### config.mk
export PLATFORM = sky130hd
export DESIGN_NAME = nvmac_ctrl
export DESIGN_NICKNAME = d
export VERILOG_FILES = /design/src/inc/nvmac_pkg.sv /design/src/hdl/nvmac_ctrl.sv
export VERILOG_INCLUDE_DIRS = /design/src /design/src/inc
export SDC_FILE = /design/constraint.sdc
export NUM_CORES = 1
export LEC_CHECK = 0
export ABC_CLOCK_PERIOD_IN_PS = 3600
export BUFFER_PORTS_ARGS = -buffer_cell sky130_fd_sc_hd__buf_4
export CORE_ASPECT_RATIO = 0.9
export CORE_MARGIN = 5
export CORE_UTILIZATION = 50
export DETAILED_ROUTE_END_ITERATION = 12
export PLACE_DENSITY = 0.72
export SLEW_MARGIN = 20
export SYNTH_ARGS = -nofsm -noshare
export SYNTH_HDL_FRONTEND = slang
export SYNTH_SLANG_ARGS = --single-unit
### constraint.sdc
create_clock -name core_clk -period 3.6 [get_ports core_clk]
set_clock_uncertainty 0.15 [all_clocks]
set_input_delay 0.18 -clock core_clk [delete_from_list [all_inputs] [get_ports core_clk]]
set_output_delay 0.18 -clock core_clk [all_outputs]
set_load 0.01 [all_outputs]
### src/inc/nvmac_regs.svh
/*
  Register offsets, field positions, reset values and timing counts of the
  nonvolatile array access controller. Assumes a 50 MHz core clock.
*/
`ifndef NVMAC_REGS_SVH
`define NVMAC_REGS_SVH

`define NVMAC_OFF_CONTROL      6'h1c
`define NVMAC_OFF_DATA         6'h1d
`define NVMAC_OFF_ADDR_LOW     6'h1e
`define NVMAC_OFF_ADDR_HIGH    6'h1f

`define NVMAC_BIT_READ_STROBE  0
`define NVMAC_BIT_WRITE_STROBE 1
`define NVMAC_BIT_MASTER_WE    2
`define NVMAC_BIT_READY_IE     3

`define NVMAC_CONTROL_RESET    8'h00
`define NVMAC_DATA_RESET       8'h00

`define NVMAC_MWE_CYCLES       3'h4
`define NVMAC_WR_STALL_CYCLES  3'h2
`define NVMAC_RD_STALL_CYCLES  3'h4
`define NVMAC_WRITE_TIME_US    2500
`define NVMAC_CLK_MHZ          50
`define NVMAC_WRITE_CYCLES     (`NVMAC_WRITE_TIME_US * `NVMAC_CLK_MHZ)

`endif

### src/inc/nvmac_pkg.sv
/*
  Types of the nonvolatile array access controller.
  Assumes nvmac_regs.svh supplies the numeric constants.
*/
`default_nettype none
package nvmac_pkg;
  typedef enum logic [1:0] {
    NVMAC_IDLE  = 2'b00,
    NVMAC_WRITE = 2'b01
  } nvmac_state_type;

  // I/O bus request from the processor
  typedef struct packed {
    logic [5:0] addr;
    logic       wr;
    logic       rd;
    logic [7:0] wdata;
  } nvmac_io_req_type;

  // Request to the storage array
  typedef struct packed {
    logic [8:0] addr;
    logic [7:0] wdata;
    logic       we;
  } nvmac_mem_req_type;
endpackage
`default_nettype wire

### src/hdl/nvmac_ctrl.sv
/*
  Nonvolatile array access controller: I/O registers, master write enable
  timeout, self-timed write, read fetch, ready interrupt and CPU stall.
  Assumes the I/O bus and global interrupt bit are on core_clk.
*/
`timescale 1ns/10ps
`default_nettype none
`include "nvmac_regs.svh"

// Behaviour
// - Address, data and control registers sit in processor I/O space.
// - Array is 512 bytes addressed linearly by 9 bits, 0 to 511.
// - Address high bits 15..9 and control bits 7..4 read as zero.
// - Address is not reset; software loads it before any access.
// - Data register gives write byte and holds byte fetched by read.
// - Ready interrupt asserted while both enables set and write strobe zero.
// - Master write enable self-clears four cycles after software sets it.
// - Write strobe starts a write only while master write enable is one.
// - Write is self-timed; hardware clears write strobe when done.
// - Setting write strobe without read strobe stalls the processor two cycles.
// - Read strobe fetches byte into data register, then clears itself.
// - Setting read strobe stalls the processor four cycles.
// - Address or data write during a write aborts it.
module nvmac_ctrl #(
  parameter int unsigned WRITE_CYCLES = `NVMAC_WRITE_CYCLES
) (
  // Clock and reset
  input  wire logic                       core_clk,
  input  wire logic                       rst_n,
  // Processor I/O bus
  input  wire nvmac_pkg::nvmac_io_req_type io_req,
  output logic [7:0]                      io_rdata,
  input  wire logic                       global_irq_en,
  output logic                            ready_irq,
  output logic                            cpu_halt,
  // Storage array
  output nvmac_pkg::nvmac_mem_req_type    mem_req,
  input  wire logic [7:0]                 mem_rdata
);

  logic [8:0]  addr_q;
  logic [7:0]  data_q;
  logic        ready_ie_q;
  logic        mwe_q;
  logic        wstrobe_q;
  logic [2:0]  mwe_cnt_q;
  logic [2:0]  halt_cnt_q;
  logic [31:0] wcnt_q;
  logic        rd_pend_q;
  nvmac_pkg::nvmac_state_type state_q;

  logic sel_ctl, sel_data, sel_lo, sel_hi;
  logic start_wr, start_rd, abort_wr;

  assign sel_ctl  = io_req.wr && io_req.addr == `NVMAC_OFF_CONTROL;
  assign sel_data = io_req.wr && io_req.addr == `NVMAC_OFF_DATA;
  assign sel_lo   = io_req.wr && io_req.addr == `NVMAC_OFF_ADDR_LOW;
  assign sel_hi   = io_req.wr && io_req.addr == `NVMAC_OFF_ADDR_HIGH;

  assign start_wr = sel_ctl && io_req.wdata[`NVMAC_BIT_WRITE_STROBE] && mwe_q
                    && state_q == nvmac_pkg::NVMAC_IDLE;
  // Reads are refused while a write runs; the strobe bit is ignored then
  assign start_rd = sel_ctl && io_req.wdata[`NVMAC_BIT_READ_STROBE]
                    && state_q == nvmac_pkg::NVMAC_IDLE;
  assign abort_wr = state_q == nvmac_pkg::NVMAC_WRITE
                    && (sel_data || sel_lo || sel_hi);

  // Address has no reset value
  always_ff @(posedge core_clk) begin
    if (sel_lo) begin
      addr_q[7:0] <= io_req.wdata;
    end
    if (sel_hi) begin
      addr_q[8] <= io_req.wdata[0];
    end
  end

  always_ff @(posedge core_clk) begin
    if (!rst_n) begin
      data_q <= `NVMAC_DATA_RESET;
    end else if (rd_pend_q) begin
      data_q <= mem_rdata;
    end else if (sel_data) begin
      data_q <= io_req.wdata;
    end
  end

  always_ff @(posedge core_clk) begin
    if (!rst_n) begin
      ready_ie_q <= 1'b0;
    end else if (sel_ctl) begin
      ready_ie_q <= io_req.wdata[`NVMAC_BIT_READY_IE];
    end
  end

  // Master write enable with timeout
  always_ff @(posedge core_clk) begin
    if (!rst_n) begin
      mwe_q     <= 1'b0;
      mwe_cnt_q <= 3'h0;
    end else if (sel_ctl && io_req.wdata[`NVMAC_BIT_MASTER_WE]) begin
      mwe_q     <= 1'b1;
      mwe_cnt_q <= `NVMAC_MWE_CYCLES - 3'h1;
    end else if (mwe_q) begin
      if (mwe_cnt_q == 3'h0) begin
        mwe_q <= 1'b0;
      end else begin
        mwe_cnt_q <= mwe_cnt_q - 3'h1;
      end
    end
  end

  // Self-timed write
  always_ff @(posedge core_clk) begin
    if (!rst_n) begin
      state_q   <= nvmac_pkg::NVMAC_IDLE;
      wstrobe_q <= 1'b0;
      wcnt_q    <= 32'h0;
    end else begin
      case (state_q)
        nvmac_pkg::NVMAC_IDLE: begin
          if (start_wr) begin
            state_q   <= nvmac_pkg::NVMAC_WRITE;
            wstrobe_q <= 1'b1;
            wcnt_q    <= WRITE_CYCLES - 1;
          end
        end
        nvmac_pkg::NVMAC_WRITE: begin
          if (abort_wr || wcnt_q == 32'h0) begin
            state_q   <= nvmac_pkg::NVMAC_IDLE;
            wstrobe_q <= 1'b0;
          end else begin
            wcnt_q <= wcnt_q - 32'h1;
          end
        end
        default: begin
          state_q   <= nvmac_pkg::NVMAC_IDLE;
          wstrobe_q <= 1'b0;
        end
      endcase
    end
  end

  // Read fetch and processor stall
  always_ff @(posedge core_clk) begin
    if (!rst_n) begin
      rd_pend_q  <= 1'b0;
      halt_cnt_q <= 3'h0;
    end else begin
      rd_pend_q <= start_rd;
      if (start_rd) begin
        halt_cnt_q <= `NVMAC_RD_STALL_CYCLES;
      end else if (start_wr) begin
        halt_cnt_q <= `NVMAC_WR_STALL_CYCLES;
      end else if (halt_cnt_q != 3'h0) begin
        halt_cnt_q <= halt_cnt_q - 3'h1;
      end
    end
  end

  assign cpu_halt  = halt_cnt_q != 3'h0;
  assign ready_irq = global_irq_en && ready_ie_q && !wstrobe_q;

  // Array programmed the cycle after the last write cycle; abort leaves it unwritten
  always_ff @(posedge core_clk) begin
    if (!rst_n) begin
      mem_req <= '0;
    end else begin
      mem_req.addr  <= addr_q;
      mem_req.wdata <= data_q;
      mem_req.we    <= state_q == nvmac_pkg::NVMAC_WRITE && wcnt_q == 32'h0 && !abort_wr;
    end
  end

  always_comb begin
    case (io_req.addr)
      `NVMAC_OFF_CONTROL:   io_rdata = {4'h0, ready_ie_q, mwe_q, wstrobe_q, rd_pend_q};
      `NVMAC_OFF_DATA:      io_rdata = data_q;
      `NVMAC_OFF_ADDR_LOW:  io_rdata = addr_q[7:0];
      `NVMAC_OFF_ADDR_HIGH: io_rdata = {7'h00, addr_q[8]};
      default:              io_rdata = 8'h00;
    endcase
  end
endmodule
`default_nettype wire

After elaboration in Yosys (flattened, before gate mapping)
Index checks and enable logic that the tools add are counted.
{"block": "classes", "n_addsub": 3, "n_eq_ne": 9, "n_mux": 21, "bitwise": 2, "reduce_logical": 36}
{"cell": "32-bit 2-to-1 mux", "n": 2}
{"cell": "32-bit case mux with 2 select lines", "n": 1}
{"cell": "32-bit zero test", "n": 1}
{"cell": "8-bit case mux with 4 select lines", "n": 1}
{"cell": "32-bit by 1-bit subtractor with 32-bit output (second input constant)", "n": 1}
{"cell": "6-bit by 5-bit equality test with 1-bit output (second input constant)", "n": 4}
{"cell": "8-bit 2-to-1 mux", "n": 2}
{"cell": "1-bit logical AND", "n": 15}
{"cell": "2-bit 2-to-1 mux", "n": 5}
{"cell": "3-bit 2-to-1 mux", "n": 3}
{"cell": "2-bit nonzero test", "n": 4}
{"cell": "2-bit != test (second input constant)", "n": 3}
{"cell": "2-bit AND reduction", "n": 3}
{"cell": "3-bit nonzero test", "n": 2}
{"cell": "3-bit by 1-bit subtractor with 3-bit output (second input constant)", "n": 2}
{"cell": "1-bit 2-to-1 mux", "n": 5}
{"cell": "2-bit case mux with 2 select lines", "n": 1}
{"cell": "2-bit OR reduction", "n": 2}
{"cell": "3-bit zero test", "n": 1}
{"cell": "1-bit logical OR", "n": 3}
{"cell": "3-bit AND reduction", "n": 1}
{"cell": "3-bit OR reduction", "n": 1}
{"cell": "2-bit by 1-bit equality test with 1-bit output (second input constant)", "n": 1}
{"cell": "1-bit zero test", "n": 2}
{"cell": "4 further kinds", "n": 5}
{"block": "totals", "reg_bits": 79}

Logic depth before layout (Yosys ltp)
{"block": "depth", "ltp_word": 8, "ltp_mapped": 8, "depth_no_buf": 7}

Least setup slack after synthesis
Ideal clock, no wire load.
{"block": "synth_path", "path_kind": "register to register", "start": "reg wcnt_q[11]", "end": "reg wcnt_q[19]", "setup_ps": 72, "arrival_ps": 2176, "t_required_ps": 3378, "slack_ps": 1202, "stages_incl_launch_ff": 8, "path_buffers": 2, "cell_sequence": "dfxtp_1 -> or3_1 -> buf_2 -> or4_1 -> buf_6 -> or4_4 -> nand4_1 -> mux2i_1"}
{"block": "synth_via", "elab_chain_cells": 4, "elab_cells_between_ends": 7, "classes_between": "1 x add/sub; 1 x eq/ne; 2 x mux; 3 x reduce/logical"}
{"element": "start, declared", "line_no": "nvmac_ctrl.sv:48", "text": "logic [31:0] wcnt_q;"}
{"element": "start signal, assigned", "line_no": "nvmac_ctrl.sv:125", "text": "wcnt_q <= WRITE_CYCLES - 1;"}
{"element": "start signal, assigned", "line_no": "nvmac_ctrl.sv:133", "text": "wcnt_q <= wcnt_q - 32'h1;"}
{"element": "branches (longest 4 deep; another with 32-bit by 1-bit subtractor with 32-bit output)"}
Parallel ways; which one is timed is not known. The select of a mux whose other input is x is not followed.
A chain may end at the register's enable or synchronous reset.

Worst setup path in the final report
{"block": "layout_path", "start": "reg wcnt_q[11]", "end": "reg wcnt_q[22]"}
Same word-level chain as after synthesis.

==> flow_summary_export.csv <==
group,metric,value,unit
run_status,status,"finished, final reports clean",
die,die_height,90.2,um
setup_path,crit_type,"reg -> reg",
synth,postSynthAreaPerCell,9.67,um^2
layout,area_growth,23.6,%
place,dp_hpwl,5970,um
power,power_density,369,nW/um^2
setup_path,crit_required,3.67,ns
setup_path,r2r-end,"wcnt_q[22]",
die,die_area,8930,um^2
global_routing,track_usage,19.3,%
clocking,numCtsBuffers,9,
layout,antenna_cells,0,
setup_path,crit_arrival,2.82,ns
detailed_routing,dr.pass1.iters,4,
place,dpl.cell_count,502,
detailed_routing,wl_per_cell,15.9,um
synth,synth_cell_types,60,
global_routing,grt_pass1_wl,14200,um
sta,finalCritPeriodShare,76.4,%
clocking,cts_tree,"done",
die,initial_core_util,51.0,%
sta,worst_pin_slew,0.718,ns
run,maxCapViolations,0,
global_routing,grt_start_max_net_pins,26,
layout,fillers,580,
detailed_routing,dr_wl_met3,376,um
synth,synth_seq_cells,77,
detailed_routing,drt-total-wl,8490,um
clocking,clock_sinks,77,
layout,layout.nets,466,
layout,multi_input_area,1830,um^2
synth,syn_inst,369,
detailed_routing,dr_wl_met2,4180,um
synth,yosysWarnings,0,
sta,fin_setup_tns,0,ns
power,peakVddDrop,259,uV
clocking,postCtsResizedCells,0,
synth,async_flop_share,0,%
sta,min_period,2.75,ns
die,core_area,7000,um^2
detailed_routing,top_layer,"met4",
clocking,post-cts-setup-buffer-count,0,
setup_path,timing.critical_path.to_type,"flop",
sta,hold_violations,0,
synth,syn_nets,399,
clocking,cts_buffer_depth,2,
global_routing,antenna_found_initial,0,
sta,maxSlewViolCount,0,
clocking,clock-root-buffer,"clkbuf_8",
setup_path,critPathMaxFanout,10,
die,core.rowCount,29,
die,ios,55,
power,cellLeakagePower,1.80,nW
layout,final_cell_mix,"dfxtp_1 (68), buf_4 (59), nor2_1 (29)",
place,io_buffer_count,53,
min_path,hp-class,"in -> reg",
min_path,hold_path_depth,3,
detailed_routing,drc_errors,0,
global_routing,overflow,0,
global_routing,grt_pass1_vias,2941,
setup_path,rr_startpoint,"wcnt_q[11]",
setup_path,crit_start,"wcnt_q[11]",
detailed_routing,viasPerCell,5.74,
sta,setup-violations-final,0,
layout,seqCellArea,1630,um^2
setup_path,r2r_slack,0.85,ns
sta,rsz0062_at_grt,"no",
detailed_routing,num_vias,3064,
place,place_congestion,0.845,
sta,relSlewSlack,52.1,%
detailed_routing,wl_met1,3790,um
die,die_x,99.1,um
clocking,clkLatencyLatePin,0.34,ns
setup_path,reg2reg_depth,6,
detailed_routing,ant_nets,0,
clocking,cts_htree_levels,3,
synth,synth_edf_count,9,
synth,synthFlopType,"dfxtp_1",
sta,fmax,0.364,GHz
synth,yosysSeqAreaShare,45.7,%
synth,synth_area,3570,um^2
setup_path,startpoint_type,"flop",
setup_path,crit_end,"wcnt_q[22]",
layout,final_common_cell,"dfxtp_1",
layout,final_cell_count_no_fill,534,
clocking,clkTransAtPathRegs,0.07,ns
clocking,cts_hold_buf,16,
layout,drive_above_1_share,24.0,%
detailed_routing,drt_iter0_markers,186,
how the worst min path moves through the flow:
stage	startpoint	slack, ns	end
final	rst_n	0.05	mem_req[0]
after global routing	rst_n	0.06	halt_cnt_q[1]
after detailed placement	io_req[6]	0.22	addr_q[6]
after global placement	io_req[4]	0.22	addr_q[4]
after floorplan	io_req[0]	0.13	addr_q[0]
after CTS	rst_n	0.04	mem_req[0]
power breakdown:
part | internal, mW | switching, mW
logic | 0.0479 | 0.0421
registers | 0.871 | 0.00175
clock network | 0.356 | 0.308
total | 1.28 | 0.352
stage by stage:
step / worst slack, ns / hold WS [ns] / util (%) / power [mW] / cell area (um^2)
6_report: 0.850 / 0.0513 / 63.0 / 1.63 / 4410
5_1_grt: 0.688 / 0.0641 / 63.0 / 1.69 / 4410
4_1_cts: 0.855 / 0.0396 / 63.0 / 1.64 / 4410
3_5_place_dp: 0.861 / 0.222 / 57.8 / 0.969 / 4050
3_3_place_gp: 0.942 / 0.218 / 57.8 / 0.967 / 4050
2_1_floorplan: 1.20 / 0.129 / - / 0.928 / 3570
flip-flops by register name, summed over array words and instances (netlist names):
name and flops:
mwe_cnt_q 3, mwe_q 1, mem_req 18, data_q 8
wcnt_q 32, halt_cnt_q 3, wstrobe_q 1, addr_q 9
rd_pend_q 1, ready_ie_q 1
layer usage:
layer / vias to the layer above / track usage, %
met5: - / 0
met4: 0 / 7.05
met1: 1480 / 25.4
met3: 14 / 4.02
li1: 1497 / -
met2: 73 / 31.3
synthesized netlist by cell type, types with 2 or more instances:
master     n  area share, %
a211oi_1   5            1.1
a21oi_1   18            2.5
a22oi_1    4           0.84
a311oi_1   2           0.49
a31oi_1    4           0.70
and2_1    18            3.2
and3_1     2           0.35
buf_2      2           0.28
buf_6      2           0.63
clkbuf_1  15            1.6
dfxtp_1   68             38
edfxtp_1   9            7.6
ha_1       3            1.1
inv_1      7           0.74
mux2_2     8            2.5
mux2i_1   23            6.4
nand2_1   26            2.7
nand2b_1   4           0.70
nand3_1    6           0.84
nand3b_1   3           0.63
nand4_1    3           0.53
nand4b_1   2           0.49
nor2_1    30            3.2
nor2b_1    2           0.35
nor3_1    14            2.0
nor3b_1    3           0.63
nor4_1    12            2.1
o211ai_1   2           0.42
o21a_1     2           0.42
o21ai_0    8            1.1
o311ai_0   2           0.49
o31a_1     2           0.49
o31ai_1    6            1.3
or2_2     12            2.1
or3_1      7            1.2
or4_1      8            1.7
xor2_1     2           0.49
cell type report:
type / count / share of cell area [%]
Tap cell: 93 / 2.64
Inverter: 8 / 0.681
Multi-Input combinational cell: 265 / 41.4
Clock buffer: 12 / 3.52
Timing Repair Buffer: 75 / 13.7
Clock inverter: 4 / 1.08
Sequential cell: 77 / 37.0
cells by family (layout without fill, tap and decap cells):
group           count (synthesis)  after routing  synth area share (%)
flops                          77             77                  45.7
simple gates                  161            161                  26.0
compound gates                 66             66                  13.6
mux                            32             32                  9.60
xor+xnor                        3              3                 0.736
fa+ha+maj                       3              3                  1.05
buf+inv                        27             99                  3.33
worst max-delay path, stage by stage (launching register included):
cell and delay, ns:
dfxtp_1 0.36, or3_1 0.51, or4_1 0.66, o31ai_4 0.47, buf_4 0.24, a211oi_1 0.10
mux2i_1 0.15
No activity file was read; power rests on OpenSTA's default activity.
